## src/verilog/nmi_reset_consts.vh

```
// Contract
// Pin NMI sets NMI source bit 1
// Watchdog NMI sets NMI source bit 0
// Reading NMI source returns then clears both
// CPU reset request sets reset cause bit 4
// Watchdog reset sets reset cause bit 2
// Reset pin sets reset cause bit 0
// Writing zero clears a reset cause flag
// Cause bits 3,1 undefined; software writes zero
// Pin reset initializes; pin flag one, others zero
// Unused upper bits always read zero
// Flags stay set until their clearing action
`ifndef NMI_RESET_CONSTS_VH
`define NMI_RESET_CONSTS_VH
// Register byte offsets
`define OFF_NMI_SOURCE 8'h00
`define OFF_RESET_CAUSE 8'h04
`define OFF_IRQ_STATUS 8'h08
`define OFF_IRQ_MASK 8'h0C
// NMI source register fields
`define NMI_WDT_BIT 0
`define NMI_PIN_BIT 1
`define NMI_RESET_VAL 2'h0
// Reset cause register fields
`define RST_PIN_BIT 0
`define RST_RSVD1_BIT 1
`define RST_WDT_BIT 2
`define RST_RSVD3_BIT 3
`define RST_CPU_BIT 4
// Stored cause bits {cpu, wdt, pin} after a pin reset
`define RST_RESET_VAL 3'h1
// Interrupt status and mask fields
`define IRQ_NMI_WDT_BIT 0
`define IRQ_NMI_PIN_BIT 1
`define IRQ_RST_WDT_BIT 2
`define IRQ_RST_CPU_BIT 3
`define IRQ_RESET_VAL 4'h0
`define MASK_RESET_VAL 4'h0
`endif

```

## src/verilog/sync_two_flop.v

```verilog
`timescale 1ns/1ps
`default_nettype none
module sync_two_flop
#(
	parameter WIDTH = 1
)
(
	input wire core_clk, // System clock
	input wire rst_n, // Asynchronous reset, active low
	input wire clkEn, // Clock enable
	input wire [WIDTH-1:0] asyncIn, // Signal from outside the clock domain
	output wire [WIDTH-1:0] syncOut // Synchronised signal
);
	reg [WIDTH-1:0] stage1_reg;
	reg [WIDTH-1:0] stage2_reg;

	always @(posedge core_clk or negedge rst_n)
	begin
		if (!rst_n)
		begin
			stage1_reg <= {WIDTH{1'b0}};
			stage2_reg <= {WIDTH{1'b0}};
		end
		else if (clkEn)
		begin
			stage1_reg <= asyncIn;
			stage2_reg <= stage1_reg;
		end
	end

	assign syncOut = stage2_reg;
endmodule
`default_nettype wire

```

## src/verilog/sticky_flag_bank.v

```verilog
`timescale 1ns/1ps
`default_nettype none
module sticky_flag_bank
#(
	parameter WIDTH = 1,
	parameter [WIDTH-1:0] RESET_VAL = {WIDTH{1'b0}}
)
(
	input wire core_clk, // System clock
	input wire rst_n, // Asynchronous reset, active low
	input wire clkEn, // Clock enable
	input wire [WIDTH-1:0] setMask, // One-cycle set per bit
	input wire [WIDTH-1:0] clearMask, // One-cycle clear per bit
	output wire [WIDTH-1:0] flags // Current flag values
);
	reg [WIDTH-1:0] flags_reg;
	wire [WIDTH-1:0] flags_next;

	// A set arriving with its clear wins
	assign flags_next = (flags_reg & ~clearMask) | setMask;

	always @(posedge core_clk or negedge rst_n)
	begin
		if (!rst_n)
		begin
			flags_reg <= RESET_VAL;
		end
		else if (clkEn)
		begin
			flags_reg <= flags_next;
		end
	end

	assign flags = flags_reg;
endmodule
`default_nettype wire

```

## src/verilog/nmi_and_reset_cause_flags.v

```verilog
`timescale 1ns/1ps
`default_nettype none
`include "nmi_reset_consts.vh"
module nmi_and_reset_cause_flags
#(
	parameter ADR_WIDTH = 8
)
(
	input wire core_clk, // System clock, 50 MHz
	input wire rst_n, // Reset pin, asynchronous, active low
	input wire clkEn, // Clock enable, freezes all state when low
	input wire wbCyc, // Wishbone cycle
	input wire wbStb, // Wishbone strobe
	input wire wbWe, // Wishbone write enable
	input wire [ADR_WIDTH-1:0] wbAdr, // Wishbone byte address
	input wire [3:0] wbSel, // Wishbone byte selects
	input wire [31:0] wbDatIn, // Wishbone write data
	output wire [31:0] wbDatOut, // Wishbone read data
	output wire wbAck, // Wishbone acknowledge
	input wire nmiPin, // External NMI pin, asynchronous, active high
	input wire wdtNmiReq, // Watchdog NMI request, one-cycle pulse
	input wire wdtResetReq, // Watchdog reset request, one-cycle pulse
	input wire cpuSysResetReq, // CPU system reset request, one-cycle pulse
	output wire nmiRequest, // One-cycle pulse towards the CPU on any NMI
	output wire [1:0] nmiSourceFlags, // Current NMI source flags
	output wire [4:0] resetCauseFlags, // Current reset cause register image
	output wire irq // Level interrupt, unmasked status set
);
	localparam [ADR_WIDTH-1:0] ADR_NMI = `OFF_NMI_SOURCE;
	localparam [ADR_WIDTH-1:0] ADR_RST = `OFF_RESET_CAUSE;
	localparam [ADR_WIDTH-1:0] ADR_STAT = `OFF_IRQ_STATUS;
	localparam [ADR_WIDTH-1:0] ADR_MASK = `OFF_IRQ_MASK;

	// Bus answer states
	localparam [0:0] BUS_IDLE = 1'b0;
	localparam [0:0] BUS_ANSWER = 1'b1;

	reg busState_reg;
	reg busState_next;
	reg [31:0] rdData_reg;
	reg [31:0] rdData_next;
	reg [3:0] irqMask_reg;
	reg maskWrite;
	reg irq_reg;
	reg nmiPinDly_reg;
	reg nmiRequest_reg;

	wire busReq;
	wire rdAccess;
	wire wrAccess;
	wire hitNmi;
	wire hitRst;
	wire hitStat;
	wire hitMask;
	wire nmiPinSynced;
	wire nmiPinRise;
	reg [1:0] nmiSet;
	wire [1:0] nmiClear;
	wire [1:0] nmiFlags;
	reg [2:0] rstSet;
	reg [2:0] rstClear;
	wire [2:0] rstFlags;
	wire [4:0] rstImage;
	reg [3:0] irqSet;
	reg [3:0] irqClear;
	wire [3:0] irqStatus;
	wire irqLevel;

	// Bus access: taken at each edge where a request is seen in the idle state
	assign busReq = wbCyc & wbStb & (busState_reg == BUS_IDLE);
	assign rdAccess = busReq & ~wbWe;
	assign wrAccess = busReq & wbWe & wbSel[0];

	assign hitNmi = (wbAdr == ADR_NMI);
	assign hitRst = (wbAdr == ADR_RST);
	assign hitStat = (wbAdr == ADR_STAT);
	assign hitMask = (wbAdr == ADR_MASK);

	// NMI pin synchroniser and rising edge detect
	sync_two_flop
	#(
		.WIDTH(1)
	)
	nmiPinSync
	(
		.core_clk(core_clk),
		.rst_n(rst_n),
		.clkEn(clkEn),
		.asyncIn(nmiPin),
		.syncOut(nmiPinSynced)
	);

	always @(posedge core_clk or negedge rst_n)
	begin
		if (!rst_n)
		begin
			nmiPinDly_reg <= 1'b0;
		end
		else if (clkEn)
		begin
			nmiPinDly_reg <= nmiPinSynced;
		end
	end

	assign nmiPinRise = nmiPinSynced & ~nmiPinDly_reg;

	// Each source event sets its cause flag and its interrupt status bit
	always @*
	begin
		nmiSet = 2'h0;
		// The pin flag is never set here; only rst_n sets it
		rstSet = 3'h0;
		irqSet = 4'h0;

		if (nmiPinRise)
		begin
			nmiSet[`NMI_PIN_BIT] = 1'b1;
			irqSet[`IRQ_NMI_PIN_BIT] = 1'b1;
		end
		if (wdtNmiReq)
		begin
			nmiSet[`NMI_WDT_BIT] = 1'b1;
			irqSet[`IRQ_NMI_WDT_BIT] = 1'b1;
		end
		if (wdtResetReq)
		begin
			rstSet[1] = 1'b1;
			irqSet[`IRQ_RST_WDT_BIT] = 1'b1;
		end
		if (cpuSysResetReq)
		begin
			rstSet[2] = 1'b1;
			irqSet[`IRQ_RST_CPU_BIT] = 1'b1;
		end
	end

	// NMI source flags
	// Read returns the flags captured at this edge, then both clear; a flag set again in the same cycle stays set
	assign nmiClear = (rdAccess & hitNmi) ? 2'h3 : 2'h0;

	sticky_flag_bank
	#(
		.WIDTH(2),
		.RESET_VAL(`NMI_RESET_VAL)
	)
	nmiFlagBank
	(
		.core_clk(core_clk),
		.rst_n(rst_n),
		.clkEn(clkEn),
		.setMask(nmiSet),
		.clearMask(nmiClear),
		.flags(nmiFlags)
	);

	// Reset cause flags, stored as {cpu, wdt, pin}
	// Write decode: a written zero clears a cause flag, a written one leaves it
	always @*
	begin
		rstClear = 3'h0;
		irqClear = 4'h0;
		maskWrite = 1'b0;

		if (wrAccess & hitRst)
		begin
			rstClear[2] = ~wbDatIn[`RST_CPU_BIT];
			rstClear[1] = ~wbDatIn[`RST_WDT_BIT];
			rstClear[0] = ~wbDatIn[`RST_PIN_BIT];
		end
		if (wrAccess & hitStat)
		begin
			irqClear = wbDatIn[3:0];
		end
		if (wrAccess & hitMask)
		begin
			maskWrite = 1'b1;
		end
	end

	// Reset pin initializes: pin flag one, cpu and wdt flags zero
	sticky_flag_bank
	#(
		.WIDTH(3),
		.RESET_VAL(`RST_RESET_VAL)
	)
	rstFlagBank
	(
		.core_clk(core_clk),
		.rst_n(rst_n),
		.clkEn(clkEn),
		.setMask(rstSet),
		.clearMask(rstClear),
		.flags(rstFlags)
	);

	// Undefined positions are not stored and read as zero
	assign rstImage[`RST_CPU_BIT] = rstFlags[2];
	assign rstImage[`RST_RSVD3_BIT] = 1'b0;
	assign rstImage[`RST_WDT_BIT] = rstFlags[1];
	assign rstImage[`RST_RSVD1_BIT] = 1'b0;
	assign rstImage[`RST_PIN_BIT] = rstFlags[0];

	// Interrupt status: one sticky bit per source event, write one to clear

	sticky_flag_bank
	#(
		.WIDTH(4),
		.RESET_VAL(`IRQ_RESET_VAL)
	)
	irqFlagBank
	(
		.core_clk(core_clk),
		.rst_n(rst_n),
		.clkEn(clkEn),
		.setMask(irqSet),
		.clearMask(irqClear),
		.flags(irqStatus)
	);

	always @(posedge core_clk or negedge rst_n)
	begin
		if (!rst_n)
		begin
			irqMask_reg <= `MASK_RESET_VAL;
		end
		else if (clkEn)
		begin
			if (maskWrite)
			begin
				irqMask_reg <= wbDatIn[3:0];
			end
		end
	end

	assign irqLevel = |(irqStatus & irqMask_reg);

	always @(posedge core_clk or negedge rst_n)
	begin
		if (!rst_n)
		begin
			irq_reg <= 1'b0;
		end
		else if (clkEn)
		begin
			irq_reg <= irqLevel;
		end
	end

	// NMI notice to the CPU, one pulse for each cycle with an NMI source event
	always @(posedge core_clk or negedge rst_n)
	begin
		if (!rst_n)
		begin
			nmiRequest_reg <= 1'b0;
		end
		else if (clkEn)
		begin
			nmiRequest_reg <= |nmiSet;
		end
	end

	// Read multiplexer; unused upper bits and unmapped offsets give zero
	always @*
	begin
		rdData_next = 32'h00000000;
		case (wbAdr)
			ADR_NMI:
			begin
				rdData_next[1:0] = nmiFlags;
			end
			ADR_RST:
			begin
				rdData_next[4:0] = rstImage;
			end
			ADR_STAT:
			begin
				rdData_next[3:0] = irqStatus;
			end
			ADR_MASK:
			begin
				rdData_next[3:0] = irqMask_reg;
			end
			default:
			begin
				rdData_next = 32'h00000000;
			end
		endcase
	end

	// Bus answer: one acknowledge cycle per request taken in idle;
	// a request still standing after its ack waits for the next idle cycle
	always @*
	begin
		busState_next = busState_reg;
		case (busState_reg)
			BUS_IDLE:
			begin
				if (busReq)
				begin
					busState_next = BUS_ANSWER;
				end
			end
			BUS_ANSWER:
			begin
				busState_next = BUS_IDLE;
			end
			default:
			begin
				busState_next = BUS_IDLE;
			end
		endcase
	end

	// Wishbone answer: ack one cycle after the request, dropped after one cycle
	always @(posedge core_clk or negedge rst_n)
	begin
		if (!rst_n)
		begin
			busState_reg <= BUS_IDLE;
			rdData_reg <= 32'h00000000;
		end
		else if (clkEn)
		begin
			busState_reg <= busState_next;
			if (rdAccess)
			begin
				rdData_reg <= rdData_next;
			end
			else if (busReq)
			begin
				rdData_reg <= 32'h00000000;
			end
		end
	end

	assign wbAck = (busState_reg == BUS_ANSWER);
	assign wbDatOut = rdData_reg;
	assign irq = irq_reg;
	assign nmiRequest = nmiRequest_reg;
	assign nmiSourceFlags = nmiFlags;
	assign resetCauseFlags = rstImage;
endmodule
`default_nettype wire

```

## config.mk

```make
export PLATFORM = sky130hd
export DESIGN_NAME = nmi_and_reset_cause_flags
export DESIGN_NICKNAME = d
export VERILOG_FILES = /design/src/verilog/sync_two_flop.v /design/src/verilog/sticky_flag_bank.v /design/src/verilog/nmi_and_reset_cause_flags.v
export VERILOG_INCLUDE_DIRS = /design/src /design/src/verilog
export SDC_FILE = /design/constraint.sdc
export NUM_CORES = 1
export LEC_CHECK = 0
export BUFFER_PORTS_ARGS = -buffer_cell sky130_fd_sc_hd__clkbuf_2
export CORE_MARGIN = 2
export CORE_UTILIZATION = 44
export CTS_CLUSTER_DIAMETER = 30
export DETAILED_ROUTE_END_ITERATION = 12
export PLACE_DENSITY = 0.94
export RECOVER_POWER = 100
export SLEW_MARGIN = 25
export SYNTH_ARGS = -nofsm -noshare
export SYNTH_HDL_FRONTEND = slang
export SYNTH_HIERARCHICAL = 1
export SYNTH_SLANG_ARGS = --single-unit
```

## constraint.sdc

```tcl
create_clock -name core_clk -period 2.85 [get_ports core_clk]
set_clock_uncertainty 0.2 [all_clocks]
set_input_delay 0.1425 -clock core_clk [delete_from_list [all_inputs] [get_ports core_clk]]
set_output_delay 0.1425 -clock core_clk [all_outputs]
set_load 0.05 [all_outputs]
```

==> results of run 1 <==
==> power groups by stage <==
| stage | Sequential [µW] | Clock, µW | Combinational, µW |
|---|---|---|---|
| 2_1_floorplan | 380 | 0 | 149 |
| 3_3_place_gp | 364 | 0 | 171 |
| 3_5_place_dp | 365 | 0 | 173 |
| 4_1_cts | 359 | 252 | 191 |
| 5_1_grt | 360 | 258 | 202 |
| 6_report | 359 | 249 | 190 |
==> worst max-delay path: cells and delay by family <==
family / cells / cell delay [ps]
compound gates: 1 / 180
buf+inv: 3 / 1200
simple gates: 4 / 1090
==> cell usage after synthesis (all sizes together) <==
master / count / area share [%]
conb: 1 / 0.27
and4: 1 / 0.80
buf: 33 / 17
o21ai: 6 / 2.1
and4b: 3 / 2.1
nand2: 15 / 4.0
inv: 2 / 0.54
and3: 5 / 2.2
nor3b: 3 / 1.6
dfrtp: 23 / 41
dfstp: 1 / 1.9
nor2: 7 / 1.9
nand4b: 1 / 0.63
a21oi: 1 / 0.36
mux2i: 2 / 1.4
nor4: 1 / 1.5
nand4: 4 / 1.8
a31oi: 1 / 0.45
mux2: 9 / 7.2
and3b: 1 / 0.63
a22o: 9 / 5.6
mux4: 1 / 1.6
a22oi: 2 / 1.1
o21a: 1 / 0.54
nand3: 1 / 0.36
nor2b: 1 / 0.45
nor3: 1 / 0.36
==> layout make-up <==
class / count / area, µm² / area share [%]
clock inverter: 1 / 30.0 / 1.74
tap: 44 / 55.1 / 3.18
inverter: 2 / 7.51 / 0.434
clock buffer: 3 / 22.5 / 1.30
timing repair buffer: 56 / 359 / 20.8
sequential: 24 / 602 / 34.8
multi-input combinational: 106 / 654 / 37.8
==> layer usage <==
metal / routed length [µm] / track usage, % / vias to the layer above / share of wire, %
li1: - / - / 538 / -
met5: 0 / 0 / - / 0
met2: 1480 / 29.7 / 40 / 50
met3: 177 / 3.41 / 4 / 6.0
met4: 48 / 7.76 / 0 / 1.6
met1: 1260 / 21.0 / 540 / 42
==> layout by cell type (no fill, tap or decap), types with 2 or more instances in the layout <==
master and n:
clkbuf_4 3, a22oi_1 2, inv_1 2, o21ai_0 6
conb_1 30, dfrtp_1 23, dlygate4sd3_1 19, clkbuf_2 21
nor2_1 7, mux2_2 9, and4b_1 3, mux2i_1 2
nand4_1 4, clkbuf_1 15, nand2_1 15, nor3b_1 3
a22o_1 9, and3_1 5
==> metrics by stage <==
| stage | util (%) | setup slack (ps) | std cells | total power (µW) |
|---|---|---|---|---|
| after floorplan | - | 961 | 165 | 529 |
| final | 56.7 | 270 | 236 | 797 |
| after detailed placement | 49.4 | 944 | 213 | 538 |
| after CTS | 57.4 | 297 | 236 | 802 |
| after global routing | 56.7 | 122 | 236 | 821 |
| after global placement | 49.4 | 992 | 213 | 535 |
==> cells by family (layout without fill, tap and decap cells) <==
| family | Yosys count | after routing | share of synthesized area (%) |
|---|---|---|---|
| AO/OA/AOI/OAI | 20 | 20 | 10.2 |
| flip-flops | 24 | 24 | 42.9 |
| AND/OR/NAND/NOR | 44 | 44 | 18.4 |
| buffers and inverters | 35 | 62 | 17.9 |
| multiplexers | 12 | 12 | 10.3 |
| other | 1 | 30 | 0.268 |
==> what timing repair did <==
item	4_1_cts	5_1_grt
resized for setup	0	0
setup buffers	0	0
hold endpoints to repair	40	0
hold buffers	19	0
==> path summary, 6_finish.rpt <==
| kind | slack, ps | to | cells after the start |
|---|---|---|---|
| max reg2reg | 370 | nmiFlagBank/flags[0] | 6 |
| max | 270 | nmiFlagBank/flags[0] | 8 |
| min | -4 | wbDatOut[2] | 4 |
| min in group asynchronous | 390 | wbDatOut[2] | 2 |
| min reg2reg | 300 | wbDatOut[2] | 2 |
| max in group asynchronous | 1310 | irq | 2 |
==> results.txt, run 1 <==
- The flow ran to the end, but the final reports show violations.
* Violated checks: negative hold slack
* Cell breakdown of the critical path: dlygate4sd3_1, clkbuf_1, nor4_4, and4b_1, nor3b_1, nand2_1, a22o_1, dlygate4sd3_1
- Post-DRT Antenna Nets: 0
- On the worst path, the slowest cell contributes a delay of 550 ps.
* Hold slack: -3.77 ps
* Synthesis-to-layout area growth: 23.5%
- In this run the critical register-to-register path is launched from wbAck.
* Sequential fraction of the synthesis area: 42.9%
- Setup repair after global routing left no endpoint under its margin.
- Worst-case vdd ir drop: 0.000185 V
* Max reg flops: 5
- TritonCTS clock tree: yes
- Final #Nets: 247
* Bufs on Longest Clock Path: 2
- Final slew viol count: 0
- Net switching is 32.2% of the power.
- CTS built an H-tree with a depth of 1.
- Area after DPL: 1510 µm²
- For the worst-skew pair, the clock arrives at the later sink with an insertion delay of 330 ps.
- Wire length of the first global-routing pass: 4730 µm
* Total length of routed wires: 2970 µm
- For this run, the detailed router's first-pass iteration total came to 4.
- Count of buffers inserted at the top-level ports: 36
- The tree is rooted in a clkbuf_4.
- The number of global-route vias before repair is 1063.
- Clock buffer count from CTS: 3
* Hold Path Class: in -> reg
* Non-Filler Cell Area, Final: 1730 µm²
- Setup TNS after final layout: 0 ps
* Initial standard-cell utilization of the core: 45.9%
* Maximum fanout encountered on the critical timing path: 5
- Height of the die: 60.4 µm
- Global routing finished with a remaining overflow of 0.
- Area of the mapped netlist: 1400 µm²
- In this run the power density over the cells is 461 nW/µm².
* Synth Warn #: 6
- Routability congestion estimate from global placement: 0.853
- Cell-internal power: 541 µW
* Number of design-rule violations left by the first detailed-router iteration: 72
* Arrival time worst endpoint: 2610 ps
* Detailed placer's ending HPWL: 2160 µm
* Fraction of final layout cells sized beyond drive strength 1: 19.8%
- Total Die Area: 3650 µm²
- Leak: 0.000828 µW
* Combinational fraction of design power: 23.8%
- Synthesis handed over a netlist of 136 instances.
- Gr usage total: 17.3%
* CP max stage cell: dlygate4sd3_1
* Number of clock sinks seen by CTS: 24
- The share of total power dissipated in the clock network is 31.2%.
- Max Freq: 0.388 GHz
- Share of total power in sequential cells: 45.0%
- Crit Path Class: in -> reg
- Row generation in the floorplan step produced 20 rows.
- In this run the horizontal extent of the chip is 60.4 µm.
- Routed WL per cell: 12.6 µm
* Slew margin rel.: 15.9%
- In this design, the critical path's most frequently occurring cell is dlygate4sd3_1.
- After filler insertion, the fill cell instance count of the layout stands at 310.
- STA puts the critical path data required time at 2880 ps.
- Ports: 96
* Initial antenna violation count: 0
- Number of library cell types mapped by synthesis: 29
- Power dissipated by switching net loads: 256 µW
- Mean number of vias per cell: 4.75
- Hold Violations, Final: 1
- After clock tree synthesis, the clock-pin slew on the worst setup and hold paths is 130 ps.
- Post-synthesis area per instance: 10.3 µm²
- Number of vias in the routed layout: 1122
* Maximum number of pins on one net before global-route repair: 29
* Start point of the critical path: wbAdr[5]
* Antenna diode count: 0
- Part of the cycle the worst path needs: 90.5%
* Finish-stage setup viols: 0
- Max cap viols: 0
- After detailed routing, the number of remaining DRC violations is 0.
- At the pin with the least slew margin, the transition time is 1260 ps.
* Capturing element type of the critical path: register
* Total of flip-flops plus latches after synthesis: 24
- In this run the most critical hold path is launched from wbAdr[1].
- The region available for standard cell placement spans 3050 µm².
* CP Launch Type: input pin
- The worst path in the final design needs a cycle of 2580 ps, including I/O delays and setup.
(Power assumes the default switching activity.)
==> run 2, diff against run 1 <==
CORE_ASPECT_RATIO = 1.2   (was unset)
==> run 2 against run 1 <==
Fmax is 5.8% higher. Setup slack improved by 140 ps. Sequential power barely moved. Combinational power barely moved. Global-route usage is 1.1 points lower. Largest power group unchanged. The flow now finishes without violations. Largest cell class unchanged. Critical path type unchanged. Sequential share of layout area grew 1.4 points.
==> results.txt, run 2 (synthesis results as in run 1) <==
- Result of the run: finished clean
- The worst setup path is captured at a register.
* Hold Violations, Final: 0
- Initial standard-cell utilization of the core: 45.9%
- Power dissipated by switching net loads: 248 µW
- At the end of routability-driven placement, the weighted congestion stood at 0.830.
- Of the total power, registers draw 51.3%.
* Combinational fraction of design power: 26.9%
* Worst-case setup slack after placement: 977 ps
- Registers take 602 µm².
- Along the worst path, the maximum fanout reaches 5.
- # rows: 22
- TritonCTS clock tree: yes
* H-tree depth: 1
- After the last flow step, the layout net total stands at 244.
* Clock buffer count from CTS: 3
- Leak: 0.000802 µW
- The worst setup path is launched from an input pin.
- The number of antenna violations at the first check in global routing was 0.
- Via count of the first global-routing pass: 1057
- Worst Setup Slack, final: 410 ps
- The first global-routing pass estimated 4650 µm of wire.
- In the final routed layout, each cell accounts on average for 12.8 µm.
- Clock transition at the registers of the reported paths: 120 ps
- The worst hold path terminates at wbDatOut[3].
- The first routing iteration left 18 violations.
* Min-Delay Startpoint: wbAdr[3]
- CTS saw 24 sinks.
* Setup TNS after final layout: 0 ps
- Number of vias in the routed layout: 1136
* Minimum clock period: 2440 ps
- After detailed routing, the total wire length is 2880 µm.
* Number of cells after detailed placement: 204
* Final slew viol count: 0
* Skew-Pair Late Insertion Delay: 310 ps
- Max Freq: 0.410 GHz
* Clock network fraction of total power: 21.8%
- The floorplan step defined a core boundary enclosing 3060 µm².
* Final instance count without filler cells: 225
- Max-cap violations in this run came to 0.
- Gr usage total: 16.1%
- Fillers: 285
* Number of buffers added for setup after CTS: 0
- Height of the die: 65.8 µm
* Fraction of final layout cells sized beyond drive strength 1: 18.5%
* Total power density per cell area: 420 nW/µm²
- DIE WIDTH: 55.5 µm
* Length of the first detailed-routing pass in iterations: 4
* Post-DRT Antenna Nets: 0
- Measured against its own limit, the worst slew margin works out to 18.3%.
- STA puts the critical path data arrival time at 2480 ps.
- In this run the count of I/O pins placed on the die edge is 96.
- Reg-to-reg setup timing slack: 890 ps
- Finish-stage setup viols: 0
- Worst-case vdd ir drop: 0.000227 V
* Area taken by multi-input logic gates: 654 µm²
- In the layout the commonest cells are 30 x conb_1, 23 x dfrtp_1, 20 x clkbuf_2, 17 x clkbuf_1, 17 x dlygate4sd3_1.
- Number of stages on the worst hold path: 3
- The die covers 3650 µm².
* Synthesis-to-layout area growth: 18.8%
- Setup repair after global routing left no endpoint under its margin.
- Entering global routing, the biggest net connects 30 pins.
* Max reg flops: 5
- After detailed routing, the number of remaining DRC violations is 0.
* Switching portion of total power: 35.5%
- Leftover overflow at the end of global routing: 0
* Worst Reg-to-Reg Cells: 5
* Hold Path Class: in -> reg
* Mean number of vias per cell: 5.05
- Count of buffers inserted at the top-level ports: 36
* Part of the cycle the worst path needs: 85.6%
* Worst-margin pin slew: 1230 ps
* Reg2Reg Launch Point: wbAck
* Antenna diode count: 0
* Total chip power: 699 µW
* Leading cell type in the layout, fill and taps excluded: conb_1
* R2r endpoint: nmiFlagBank/flags[1]
* Post-CTS resize count: 0
- The critical path in this run is classified as in -> reg.
- Bufs on Longest Clock Path: 2
- Cell-internal power: 451 µW
* Buffer cell driving the clock tree root: clkbuf_4
* Required time worst endpoint: 2890 ps
==> run 2: timing repair <==
action / 4_1_cts / 5_1_grt
setup endpoints to repair: 0 / 0
endpoints found under the hold margin: 39 / 0
hold buffers: 17 / 0
==> run 2: cell type report <==
cell class	instances	area share [%]
multi-input combinational	106	39.3
sequential	24	36.1
timing repair buffer	53	19.8
tap	36	2.70
clock buffer	4	1.58
inverter	2	0.451
==> run 2: power groups by stage <==
stage	clock network (µW)	registers (µW)	logic (µW)
detailed placement	0	365	172
CTS	157	359	189
global placement	0	364	169
floorplan	0	380	149
finish	152	359	188
global route	174	360	198
==> run 2: worst max-delay path by stage <==
stage                         from                    to  slack, ps  depth (start not counted)
after floorplan              wbAck  nmiFlagBank/flags[1]        960                          5
after global routing      wbAdr[4]           wbDatOut[4]        300                          7
after CTS                 wbAdr[4]           wbDatOut[4]        460                          7
final                     wbAdr[4]           wbDatOut[4]        410                          7
after detailed placement  wbAdr[1]  nmiFlagBank/flags[1]        980                          6
after global placement    wbAdr[1]  nmiFlagBank/flags[1]       1010                          6
==> run 2: per-stage QoR <==
stage	hold WS [ps]	utilization [%]	cell area (µm²)
2_1_floorplan	-353	-	1510
5_1_grt	52.1	54.5	1670
6_report	33.2	54.5	1670
3_3_place_gp	-38.4	48.8	1490
4_1_cts	26.1	55.2	1690
3_5_place_dp	-35.0	48.8	1490
==> run 2: per-layer routing <==
| metal | GRT usage [%] | vias to the layer above | part of all wire, % |
|---|---|---|---|
| li1 | - | 531 | - |
| met1 | 18.8 | 546 | 41 |
| met2 | 29.0 | 55 | 51 |
| met3 | 2.94 | 4 | 7.1 |
| met4 | 7.01 | 0 | 1.1 |
| met5 | 0 | - | 0 |
==> run 2: worst max-delay path: stages <==
cell and delay (ps):
dlygate4sd3_1 530, clkbuf_1 120, nor4_4 230, dlygate4sd3_1 630, nand4_1 110, dlygate4sd3_1 580
o21ai_0 130
